[config.mk]
export PLATFORM = sky130hd
export DESIGN_NAME = kaw_keypad_wake
export DESIGN_NICKNAME = d
export VERILOG_FILES = /design/src/core/kaw_keypad_wake.v
export VERILOG_INCLUDE_DIRS = /design/src /design/src/core
export SDC_FILE = /design/constraint.sdc
export NUM_CORES = 1
export LEC_CHECK = 0
export BUFFER_PORTS_ARGS = -buffer_cell sky130_fd_sc_hd__buf_2
export CAP_MARGIN = 20
export CORE_MARGIN = 2
export CORE_UTILIZATION = 50
export CTS_BUF_LIST = sky130_fd_sc_hd__clkbuf_8
export CTS_CLUSTER_DIAMETER = 80
export CTS_CLUSTER_SIZE = 12
export DETAILED_ROUTE_END_ITERATION = 10
export PLACE_DENSITY = 0.89
export SETUP_SLACK_MARGIN = 0.5
export SYNTH_ARGS = -nofsm -noshare
export SYNTH_HDL_FRONTEND = slang
export SYNTH_SLANG_ARGS = --single-unit
[constraint.sdc]
create_clock -name clk -period 2.1 [get_ports clk]
set_clock_uncertainty 0.05 [all_clocks]
set_input_delay 0.21 -clock clk [delete_from_list [all_inputs] [get_ports clk]]
set_output_delay 0.21 -clock clk [all_outputs]
set_load 0.02 [all_outputs]
[src/core/kaw_regs.vh]
// Register offsets, field positions, reset values and timing counts for the keypad/wake block
`ifndef KAW_REGS_VH
`define KAW_REGS_VH

// Printed offsets are not all multiples of four: these are indices, byte address = 4 * index
`define KAW_IDX_PORT_DATA      8'h00
`define KAW_IDX_STATUS_CTRL    8'h1a
`define KAW_IDX_ENABLE         8'h1b
`define KAW_IDX_IRQ_STATUS     8'h20
`define KAW_IDX_IRQ_MASK       8'h21
`define KAW_IDX_WAKE_CFG       8'h22
`define KAW_IDX_PIN_IN         8'h23

// key_status_control fields
`define KAW_SC_FLAG            3
`define KAW_SC_ACK             2
`define KAW_SC_MASK            1
`define KAW_SC_SENS            0

// key_and_wake_enable fields
`define KAW_EN_WAKE            6

// port_a_data_wake_latch field
`define KAW_PD_WAKE            6

// irq_status / irq_mask fields
`define KAW_IS_KEY             0
`define KAW_IS_WAKE            1

`define KAW_RST_STATUS_CTRL    8'h00
`define KAW_RST_ENABLE         8'h00
`define KAW_RST_WAKE_CFG       8'h00

// Wakeup timeouts in microseconds
`define KAW_SHORT_US           16000
`define KAW_LONG_US            512000
`define KAW_OSC_KHZ            32

`endif

[src/core/kaw_keypad_wake.v]
// Keypad interrupt unit with auto wakeup timer behind an AXI4-Lite slave
// Summary of operation
// - Pending flag reads 1 when request latched
// - Acknowledge clears both latches, reads zero
// - Mask bit blocks request to CPU
// - Sensitivity selects edge or edge-plus-level
// - Six pin enables, one shared mask
// - Pullup engaged on keyboard-enabled pins
// - Keypad request drives wakeup output
// - Wake source has own enable, shares mask
// - Wake request ends stop without pins
// - Period select 1 picks short timeout
// - Wake timer runs on a clk divider standing in for its own oscillator
// - Port data bit six shows wake latch
// - Bit six has no pin, direction, pullup
// - Wake enable gates latch set; reset clears
// - Sensitivity ignored by wake requests
`timescale 1ns/1ps
`include "kaw_regs.vh"

module kaw_keypad_wake #(
    parameter integer NPINS        = 6,
    parameter integer OSC_DIV      = 7813,
    parameter integer SHORT_TICKS  = (`KAW_SHORT_US * `KAW_OSC_KHZ) / 1000,
    parameter integer LONG_TICKS   = (`KAW_LONG_US * `KAW_OSC_KHZ) / 1000
) (
    input  wire              clk,
    input  wire              reset,
    input  wire [NPINS-1:0]  key_pin,
    output wire [NPINS-1:0]  key_pullup_en,
    output wire              cpu_irq,
    output wire              wake_from_stop,
    output wire              irq,
    input  wire [11:0]       s_axi_awaddr,
    input  wire              s_axi_awvalid,
    output wire              s_axi_awready,
    input  wire [31:0]       s_axi_wdata,
    input  wire [3:0]        s_axi_wstrb,
    input  wire              s_axi_wvalid,
    output wire              s_axi_wready,
    output wire [1:0]        s_axi_bresp,
    output wire              s_axi_bvalid,
    input  wire              s_axi_bready,
    input  wire [11:0]       s_axi_araddr,
    input  wire              s_axi_arvalid,
    output wire              s_axi_arready,
    output wire [31:0]       s_axi_rdata,
    output wire [1:0]        s_axi_rresp,
    output wire              s_axi_rvalid,
    input  wire              s_axi_rready
);

    ////////////////////////////////////////////////////////////////////////////
    // Register state
    reg  [NPINS-1:0] pin_en_reg;
    reg              wake_irq_enable_reg;
    reg              request_mask_reg;
    reg              trigger_sensitivity_reg;
    reg              wake_period_select_reg;
    reg              key_latch_reg;
    reg              wake_request_latch_reg;
    reg  [NPINS-1:0] pin_prev_reg;
    reg  [1:0]       irq_status_reg;
    reg  [1:0]       irq_mask_reg;
    reg  [12:0]      osc_div_reg;
    reg  [19:0]      wake_cnt_reg;
    reg              ack_pulse_reg;

    // AXI slave state
    reg  [11:0] awaddr_reg;
    reg         aw_held_reg;
    reg  [31:0] wdata_reg;
    reg  [3:0]  wstrb_reg;
    reg         w_held_reg;
    reg         bvalid_reg;
    reg  [1:0]  bresp_reg;
    reg         rvalid_reg;
    reg  [31:0] rdata_reg;
    reg  [1:0]  rresp_reg;

    function [7:0] word_index;
        input [11:0] addr;
        begin
            word_index = addr[9:2];
        end
    endfunction

    function mapped;
        input [7:0] idx;
        begin
            mapped = (idx == `KAW_IDX_PORT_DATA) || (idx == `KAW_IDX_STATUS_CTRL)
                  || (idx == `KAW_IDX_ENABLE) || (idx == `KAW_IDX_IRQ_STATUS)
                  || (idx == `KAW_IDX_IRQ_MASK) || (idx == `KAW_IDX_WAKE_CFG)
                  || (idx == `KAW_IDX_PIN_IN);
        end
    endfunction

    localparam [1:0] RESP_OKAY   = 2'b00;
    localparam [1:0] RESP_SLVERR = 2'b10;

    // Unmapped indices answer SLVERR on both channels
    function [1:0] resp_for;
        input [7:0] idx;
        begin
            resp_for = mapped(idx) ? RESP_OKAY : RESP_SLVERR;
        end
    endfunction

    ////////////////////////////////////////////////////////////////////////////
    // Keypad trigger logic
    // Prev sample starts high so reset never fakes an edge
    wire [NPINS-1:0] falling   = pin_prev_reg & ~key_pin & pin_en_reg;
    wire [NPINS-1:0] low_level = ~key_pin & pin_en_reg;
    wire key_set   = (|falling) || (trigger_sensitivity_reg && (|low_level));

    // Oscillator tick stands in for the separate low-power clock
    wire osc_tick  = (osc_div_reg == OSC_DIV[12:0] - 13'h0001);
    wire [19:0] wake_limit = wake_period_select_reg ? SHORT_TICKS[19:0]
                                                    : LONG_TICKS[19:0];
    wire wake_timeout = osc_tick && (wake_cnt_reg >= wake_limit - 20'h0_0001);
    // Timer keeps counting while wake is disabled; only the latch set and the wake status bit set are gated
    wire wake_set  = wake_timeout && wake_irq_enable_reg;

    // Mask gates only the CPU line and wake_from_stop; the pending flag still shows
    wire any_req   = key_latch_reg | wake_request_latch_reg;
    assign cpu_irq        = any_req & ~request_mask_reg;
    assign wake_from_stop = cpu_irq;
    assign key_pullup_en  = pin_en_reg;

    ////////////////////////////////////////////////////////////////////////////
    // AXI write path
    // Address and data may come in either order; each is parked until both are here
    wire aw_ok = aw_held_reg || s_axi_awvalid;
    wire w_ok  = w_held_reg  || s_axi_wvalid;
    wire [11:0] wr_addr = aw_held_reg ? awaddr_reg : s_axi_awaddr;
    wire [31:0] wr_data = w_held_reg  ? wdata_reg  : s_axi_wdata;
    wire [3:0]  wr_strb = w_held_reg  ? wstrb_reg  : s_axi_wstrb;
    wire do_write = aw_ok && w_ok && !bvalid_reg;
    wire [7:0] wr_idx = word_index(wr_addr);
    wire wr_lane0 = do_write && wr_strb[0];

    // One strobe per register keeps the decode in one place
    wire wr_sc   = wr_lane0 && (wr_idx == `KAW_IDX_STATUS_CTRL);
    wire wr_en   = wr_lane0 && (wr_idx == `KAW_IDX_ENABLE);
    wire wr_wcfg = wr_lane0 && (wr_idx == `KAW_IDX_WAKE_CFG);
    wire wr_imsk = wr_lane0 && (wr_idx == `KAW_IDX_IRQ_MASK);

    assign s_axi_awready = !aw_held_reg && !bvalid_reg;
    assign s_axi_wready  = !w_held_reg && !bvalid_reg;
    assign s_axi_bvalid  = bvalid_reg;
    assign s_axi_bresp   = bresp_reg;

    always @(posedge clk)
    begin
        if (reset)
        begin
            aw_held_reg <= 1'b0;
            w_held_reg  <= 1'b0;
            awaddr_reg  <= 12'h000;
            wdata_reg   <= 32'h0000_0000;
            wstrb_reg   <= 4'h0;
            bvalid_reg  <= 1'b0;
            bresp_reg   <= 2'b00;
        end
        else
        begin
            if (do_write)
            begin
                aw_held_reg <= 1'b0;
                w_held_reg  <= 1'b0;
                bvalid_reg  <= 1'b1;
                bresp_reg   <= resp_for(wr_idx);
            end
            else
            begin
                if (s_axi_awvalid && s_axi_awready)
                begin
                    aw_held_reg <= 1'b1;
                    awaddr_reg  <= s_axi_awaddr;
                end
                if (s_axi_wvalid && s_axi_wready)
                begin
                    w_held_reg <= 1'b1;
                    wdata_reg  <= s_axi_wdata;
                    wstrb_reg  <= s_axi_wstrb;
                end
                if (bvalid_reg && s_axi_bready)
                    bvalid_reg <= 1'b0;
            end
        end
    end

    ////////////////////////////////////////////////////////////////////////////
    // Control registers
    // Ack is a one-cycle strobe, never stored as a readable bit
    always @(posedge clk)
    begin
        if (reset)
        begin
            pin_en_reg              <= {NPINS{1'b0}};
            wake_irq_enable_reg     <= 1'b0;
            request_mask_reg        <= 1'b0;
            trigger_sensitivity_reg <= 1'b0;
            wake_period_select_reg  <= 1'b0;
            irq_mask_reg            <= 2'b00;
            ack_pulse_reg           <= 1'b0;
        end
        else
        begin
            ack_pulse_reg <= 1'b0;
            if (wr_sc)
            begin
                request_mask_reg        <= wr_data[`KAW_SC_MASK];
                trigger_sensitivity_reg <= wr_data[`KAW_SC_SENS];
                ack_pulse_reg           <= wr_data[`KAW_SC_ACK];
            end
            if (wr_en)
            begin
                pin_en_reg          <= wr_data[NPINS-1:0];
                wake_irq_enable_reg <= wr_data[`KAW_EN_WAKE];
            end
            if (wr_wcfg)
                wake_period_select_reg <= wr_data[0];
            if (wr_imsk)
                irq_mask_reg <= wr_data[1:0];
        end
    end

    ////////////////////////////////////////////////////////////////////////////
    // Request latches and wake timer
    reg              key_latch_next;
    reg              wake_request_latch_next;
    reg  [12:0]      osc_div_next;
    reg  [19:0]      wake_cnt_next;

    // Set wins over acknowledge; a held low level re-sets at once
    always @*
    begin
        key_latch_next = key_latch_reg;
        if (key_set)
            key_latch_next = 1'b1;
        else if (ack_pulse_reg)
            key_latch_next = 1'b0;
    end

    // Wake path never looks at the sensitivity bit
    always @*
    begin
        wake_request_latch_next = wake_request_latch_reg;
        if (wake_set)
            wake_request_latch_next = 1'b1;
        else if (ack_pulse_reg)
            wake_request_latch_next = 1'b0;
    end

    // Divider tick stands in for the slow oscillator edge
    always @*
    begin
        osc_div_next  = osc_div_reg + 13'h0001;
        wake_cnt_next = wake_cnt_reg;
        if (osc_tick)
        begin
            osc_div_next = 13'h0000;
            if (wake_timeout)
                wake_cnt_next = 20'h0_0000;
            else
                wake_cnt_next = wake_cnt_reg + 20'h0_0001;
        end
    end

    always @(posedge clk)
    begin
        if (reset)
        begin
            pin_prev_reg           <= {NPINS{1'b1}};
            key_latch_reg          <= 1'b0;
            wake_request_latch_reg <= 1'b0;
            osc_div_reg            <= 13'h0000;
            wake_cnt_reg           <= 20'h0_0000;
        end
        else
        begin
            pin_prev_reg           <= key_pin;
            key_latch_reg          <= key_latch_next;
            wake_request_latch_reg <= wake_request_latch_next;
            osc_div_reg            <= osc_div_next;
            wake_cnt_reg           <= wake_cnt_next;
        end
    end
    // Wake latch is independent of pins so stop can end on its own

    ////////////////////////////////////////////////////////////////////////////
    // Sticky interrupt status, cleared by reading it
    wire rd_take = s_axi_arvalid && s_axi_arready;
    wire [7:0] rd_idx = word_index(s_axi_araddr);
    wire clr_status = rd_take && rd_idx == `KAW_IDX_IRQ_STATUS;
    wire [1:0] events = {wake_set, key_set};

    reg  [1:0] irq_status_next;

    // Set wins over the read clear
    always @*
    begin
        irq_status_next = events | (clr_status ? 2'b00 : irq_status_reg);
    end

    always @(posedge clk)
    begin
        if (reset)
            irq_status_reg <= 2'b00;
        else
            irq_status_reg <= irq_status_next;
    end
    assign irq = |(irq_status_reg & irq_mask_reg);

    ////////////////////////////////////////////////////////////////////////////
    // AXI read path
    // Unmapped indices read zero
    reg [7:0] rd_byte;
    always @*
    begin
        rd_byte = 8'h00;
        case (rd_idx)
            `KAW_IDX_PORT_DATA:   rd_byte = {1'b0, wake_request_latch_reg, 6'h00};
            `KAW_IDX_STATUS_CTRL: rd_byte = {4'h0, key_latch_reg | wake_request_latch_reg,
                                           1'b0, request_mask_reg,
                                           trigger_sensitivity_reg};
            `KAW_IDX_ENABLE:      rd_byte = {1'b0, wake_irq_enable_reg, pin_en_reg};
            `KAW_IDX_IRQ_STATUS:  rd_byte = {6'h00, irq_status_reg};
            `KAW_IDX_IRQ_MASK:    rd_byte = {6'h00, irq_mask_reg};
            `KAW_IDX_WAKE_CFG:    rd_byte = {7'h00, wake_period_select_reg};
            `KAW_IDX_PIN_IN:      rd_byte = {2'b00, key_pin};
            default:              rd_byte = 8'h00;
        endcase
    end
    // Bit six of port data has no pin, direction or pullup behind it

    assign s_axi_arready = !rvalid_reg;
    assign s_axi_rvalid  = rvalid_reg;
    assign s_axi_rdata   = rdata_reg;
    assign s_axi_rresp   = rresp_reg;

    reg         rvalid_next;
    reg  [31:0] rdata_next;
    reg  [1:0]  rresp_next;

    // Read-to-clear uses the acceptance edge, so rdata holds the pre-clear value
    always @*
    begin
        rvalid_next = rvalid_reg;
        rdata_next  = rdata_reg;
        rresp_next  = rresp_reg;
        if (rd_take)
        begin
            rvalid_next = 1'b1;
            rdata_next  = {24'h00_0000, rd_byte};
            rresp_next  = resp_for(rd_idx);
        end
        else if (rvalid_reg && s_axi_rready)
            rvalid_next = 1'b0;
    end

    always @(posedge clk)
    begin
        if (reset)
        begin
            rvalid_reg <= 1'b0;
            rdata_reg  <= 32'h0000_0000;
            rresp_reg  <= 2'b00;
        end
        else
        begin
            rvalid_reg <= rvalid_next;
            rdata_reg  <= rdata_next;
            rresp_reg  <= rresp_next;
        end
    end

endmodule // kaw_keypad_wake

-- Word level (Yosys, flattened, before mapping)
Index checks and enable logic that the tools add are counted.
- output and inout port bits: 50
- bits in registers: 90
- bits of input ports: 73
- eq/ne operators: 13
- $lt $le $gt $ge: 1
- bitwise logic cells: 11
- multiplexer cells: 16
- add/sub/neg operators: 3
- reduce and logical (&&, ||, !) cells: 51
- operator list (operator ; number):
    8-bit by 6-bit equality test with 1-bit output (second input constant) ; 8
    7-bit case mux with 7 select lines ; 1
    8-bit by 5-bit equality test with 1-bit output (second input constant) ; 4
    20-bit by 1-bit adder with 20-bit output (second input constant) ; 1
    20-bit >= comparator ; 1
    20-bit 2-to-1 mux ; 1
    6-bit bitwise AND ; 3
    1-bit logical AND ; 18
    8-bit zero test ; 2
    15-bit by 1-bit subtractor with 16-bit output (second input constant) ; 1
    1-bit logical OR ; 15
    15-bit 2-to-1 mux ; 1
    13-bit by 1-bit adder with 13-bit output (second input constant) ; 1
    13-bit equality test (second input constant) ; 1
    6-bit OR reduction ; 2
    10-bit 2-to-1 mux ; 1
    1-bit 2-to-1 mux ; 8
    2-bit nonzero test ; 4
    2-bit OR reduction ; 4
    7-bit 2-to-1 mux ; 1
    2-bit 2-to-1 mux ; 3
    6-bit inverter ; 1
    1-bit zero test ; 4
    2-bit AND reduction ; 2
    other kinds (5) ; 7

-- Longest topological paths before layout
- depth in word-level cells: 9
- depth in mapped cells: 9
- depth with buffers taken out: 7

-- Least setup slack after synthesis
No wires, ideal clock.
- path type: reg-to-reg
- start: reg aw_held_reg
- end: reg pin_en_reg[2] (netlist: key_pullup_en[2])
- period minus slack after synthesis: 1.888 ns
- stages on the path, launching flop included: 6
- slack: 0.212 ns
- arrival time: 1.768 ns
- buffers on the path: 0
- required time: 1.979 ns
- cell sequence: dfxtp_1 > or4_1 > a221oi_4 > nand3_4 > or2_0 > a21oi_1
- word-level cells in the longest chain between the ends: 5
- elaborated cells between the ends (all ways): 7
- those cells by class: eq/ne: 1; mux: 1; reduce/logical: 5
- RTL lines (element ; line ; text):
    start: declaration ; kaw_keypad_wake.v:71 ; reg aw_held_reg;
    start signal: assignment ; kaw_keypad_wake.v:157 ; aw_held_reg <= 1'b0;
    start signal: assignment ; kaw_keypad_wake.v:169 ; aw_held_reg <= 1'b0;
    start signal: assignment ; kaw_keypad_wake.v:178 ; aw_held_reg <= 1'b1;
    branches (longest 4 deep; another with 10-bit 2-to-1 mux) ; -- ;
    1-bit logical AND * ; kaw_keypad_wake.v:144 ; wire wr_en = wr_lane0 && (wr_idx == `KAW_IDX_ENABLE);
    end signal: assignment ; kaw_keypad_wake.v:200 ; pin_en_reg <= {NPINS{1'b0}};
    end signal: assignment ; kaw_keypad_wake.v:219 ; pin_en_reg <= wr_data[NPINS-1:0];
    end: declaration ; kaw_keypad_wake.v:55 ; reg [NPINS-1:0] pin_en_reg;
Mark *: on every way between the ends.
A chain may end at the register's enable or synchronous reset.

-- Worst setup path after layout
- start: reg w_held_reg
- end: reg pin_en_reg[0] (netlist: key_pullup_en[0])
- word-level cells in the longest chain between the ends: 5
- elaborated cells between the ends (all ways): 7
- those cells by class: mux: 2; reduce/logical: 5
- RTL lines (element ; line ; text):
    start: declaration ; kaw_keypad_wake.v:74 ; reg w_held_reg;
    start signal: assignment ; kaw_keypad_wake.v:158 ; w_held_reg <= 1'b0;
    start signal: assignment ; kaw_keypad_wake.v:170 ; w_held_reg <= 1'b0;
    start signal: assignment ; kaw_keypad_wake.v:183 ; w_held_reg <= 1'b1;
    1-bit logical OR ; kaw_keypad_wake.v:134 ; wire w_ok = w_held_reg || s_axi_wvalid;
    1-bit logical AND (2 in a row) ; kaw_keypad_wake.v:138 ; wire do_write = aw_ok && w_ok && !bvalid_reg;
    1-bit logical AND ; kaw_keypad_wake.v:140 ; wire wr_lane0 = do_write && wr_strb[0];
    1-bit logical AND ; kaw_keypad_wake.v:144 ;
Several ways; a longest one is shown, not always the timed one.

==> flow_summary.json <==
{
  "run_status": "finished, violations left",
  "violations": "negative setup slack",
  "rr_startpoint": "w_held_reg",
  "cts_root_buf": "clkbuf_8",
  "fin_crit_sh": 1.043,
  "antenna_found_initial": 1,
  "clk_pin_slew_ps": 100,
  "drive_gt1_frac": 0.2986,
  "synth_common_cells": "dfxtp_1, nor2_1, mux2i_1",
  "crit_required_ps": 2300,
  "max_stage_delay_ps": 550,
  "crit_end": "key_pullup_en[0]",
  "die_h_um": 95.60,
  "grt_max_degree": 34,
  "yosys_warnings": 0,
  "cts.sinks": 85,
  "synth-edff-count": 0,
  "clock_latency_ps": 370,
  "cp.arrival_ps": 2390,
  "cts_buffers": 9,
  "fmax_mhz": 456.5,
  "r2r_end": "key_pullup_en[0]",
  "reg2reg_depth": 7,
  "path_common_cell": "mux2i_1",
  "synth_top_cell_area_share": 0.4056,
  "ys_seq_area_frac": 0.4056,
  "slew_headroom": 0.6548,
  "route.detailed.drc": 0,
  "critPathKind": "reg -> reg",
  "area_growth_syn_to_layout_pct": 23.05,
  "synthMostInstantiatedCell": "dfxtp_1",
  "drv_slew": 0,
  "drtAntennaViolNets": 0,
  "cts_hold_buf": 0,
  "firstDrtPassIters": 5,
  "chipWidth_um": 95.60,
  "synthFlopType": "dfxtp_1",
  "regArea_sq_mm": 0.001715,
  "cts_tree": "built",
  "worstSetupStartpointType": "register",
  "crit_chain": "mux2i_1 > nor4b_1 > buf_4 > nand3_4 > buf_6 > mux2i_1 > nor2_1",
  "syn-instance-count": 475,
  "wl_per_cell_um": 16.31,
  "core_area_sq_mm": 0.008175,
  "critical_path.top_delay_family": "simple AND/OR/NAND/NOR gates",
  "drt_iter0_drc": 244,
  "ys_top_cells_by_area": "dfxtp_1, mux2i_1, nor2_1",
  "grt-ovfl-total": 0,
  "synthArstFlopShare": 0,
  "layout_setup_ws_ps": -90.37,
  "finalHoldViolCount": 0,
  "first_global_vias": 3620,
  "ir_worst_vdd_mv": 0.3039,
  "finalWirelength_um": 10950,
  "htree_levels": 3,
  "largest_reg_flops": 20,
  "crit_path_top_delay_cell": "dfxtp_1",
  "gp_congestion": 0.8457,
  "clockBufferDepth": 2,
  "dpl.hpwl_um": 6613,
  "end_kind": "register",
  "rsz0062_at_grt": "true",
  "ff2ff_setup_slack_ps": -90,
  "crit_start": "w_held_reg",
  "vias": 3813,
  "leakage_nw": 2.297,
  "viasPerCell": 5.683,
  "antenna_cells": 0,
  "syn_avg_cell_area_sq_um": 8.832,
  "hp-class": "in -> reg",
  "max_cap_viol_count": 0,
  "setup_violations": 7,
  "final_area_sq_mm": 0.005162,
  "grt_pass1_wl_um": 16690,
  "cp.depth": 7,
  "nets": 642,
  "rows": 33,
  "synthDistinctLibCells": 51,
  "ys_seq_elements": 85,
  "start_util": 0.5132,
  "multi_input_area_sq_mm": 0.002446,
  "io_pins": 123,
  "path_buf_inv": 2,
  "min_period_ps": 2190,
  "p_per_area_mw_per_mm2": 660.7,
  "final_core_util": 0.6315,
  "dieArea_sq_mm": 0.009139,
  "worstMarginPinSlew_ps": 516.5,
  "n_fill_cell": 613,
  "synth_area_sq_mm": 0.004195,
  "placedInstanceArea_sq_mm": 0.004537,
  "worstPathMaxFanout": 8,
  "io_buffer_count": 59,
  "synth_top_cell_by_area": "dfxtp_1",
  "grt_util_all_layers": 0.2345
}
power breakdown:
part / internal, W / total [W] / switching, W
registers: 0.00165 / 0.00169 / 0.0000361
logic: 0.000171 / 0.000427 / 0.000256
clock network: 0.000700 / 0.00130 / 0.000599
area by class of cell:
type                    count  share of cell area
clock buffers              10             0.02666
clock inverters             6             0.01697
inverters                   7            0.005574
multi-input cells         363              0.4738
flip-flops and latches     85              0.3323
well taps                 105             0.02545
repair buffers             95              0.1192
stage by stage:
stage          hold WS [ps]  total power [W]  cells  worst slack, ps  setup TNS (ps)
2_1_floorplan         266.6         0.002002    501            273.3               0
3_3_place_gp          381.4         0.002054    628            185.8               0
3_5_place_dp          387.1         0.002068    628            152.0               0
4_1_cts               2.813         0.003370    662            138.5               0
5_1_grt               14.90         0.003519    671           -53.73          -266.0
6_report              9.209         0.003411    671           -90.37          -252.3
worst reg2reg max path, cell delays in order, from the launching register on:
cell and delay [ps]:
dfxtp_1 550, mux2i_1 220, nor4b_1 510, buf_4 240, nand3_4 80, buf_6 150, mux2i_1 200, nor2_1 70
worst min-delay path by stage:
stage,cells past startpoint,slack [ps],startpoint,endpoint
final,2,9,key_pin[2],pin_prev_reg[2]
after global routing,2,10,key_pin[2],pin_prev_reg[2]
after CTS,2,3,key_pin[2],pin_prev_reg[2]
after detailed placement,2,390,key_pin[2],pin_prev_reg[2]
after global placement,2,380,key_pin[4],pin_prev_reg[4]
after floorplan,1,270,key_pin[0],pin_prev_reg[0]
cells by family after synthesis:
family | Yosys count | share of synthesized area
other | 1 | 0.0008939
XOR/XNOR | 26 | 0.05428
adder cells (fa/ha/maj) | 8 | 0.02386
AND/OR/NAND/NOR | 206 | 0.2541
multiplexers | 41 | 0.1008
flip-flops | 85 | 0.4056
buffers and inverters | 53 | 0.07277
AO/OA/AOI/OAI | 55 | 0.08769
placed cells by master, fill, tap and decap left out, types with 4 or more instances in the layout:
cell	synthesis	routed
nor2_2	0	4
dfxtp_1	85	76
nor2b_1	5	5
nor2_1	80	76
buf_4	28	25
nand4_1	12	12
inv_1	7	6
conb_1	1	27
a22o_1	4	4
nand3_1	21	18
mux2_2	10	10
nor3_1	15	12
or2_2	7	7
a22oi_1	8	7
clkbuf_8	0	10
nand2_1	20	20
xor2_1	17	17
buf_2	1	59
a21oi_1	21	20
dfxtp_2	0	8
mux2i_1	31	30
nor3b_1	5	4
xnor2_1	9	9
nand2b_1	5	5
nand3b_1	7	7
o21ai_0	8	8
ha_1	8	6
buf_6	0	10
and4_1	6	4
metal layers:
| layer | track usage | up-vias | routed length, um |
|---|---|---|---|
| met4 | 0.1262 | 0 | 287 |
| met3 | 0.04822 | 25 | 698 |
| met1 | 0.2662 | 1844 | 4234 |
| met5 | 0 | - | 0 |
| li1 | - | 1787 | - |
| met2 | 0.4103 | 157 | 5724 |
timing repair:
item                                    4_1_cts  5_1_grt
endpoints found under the setup margin       65       56
resized for setup                            17       36
buffers inserted                             16        7
pin swaps                                    10       11
gates cloned                                  2        2
(Power assumes the default switching activity.)
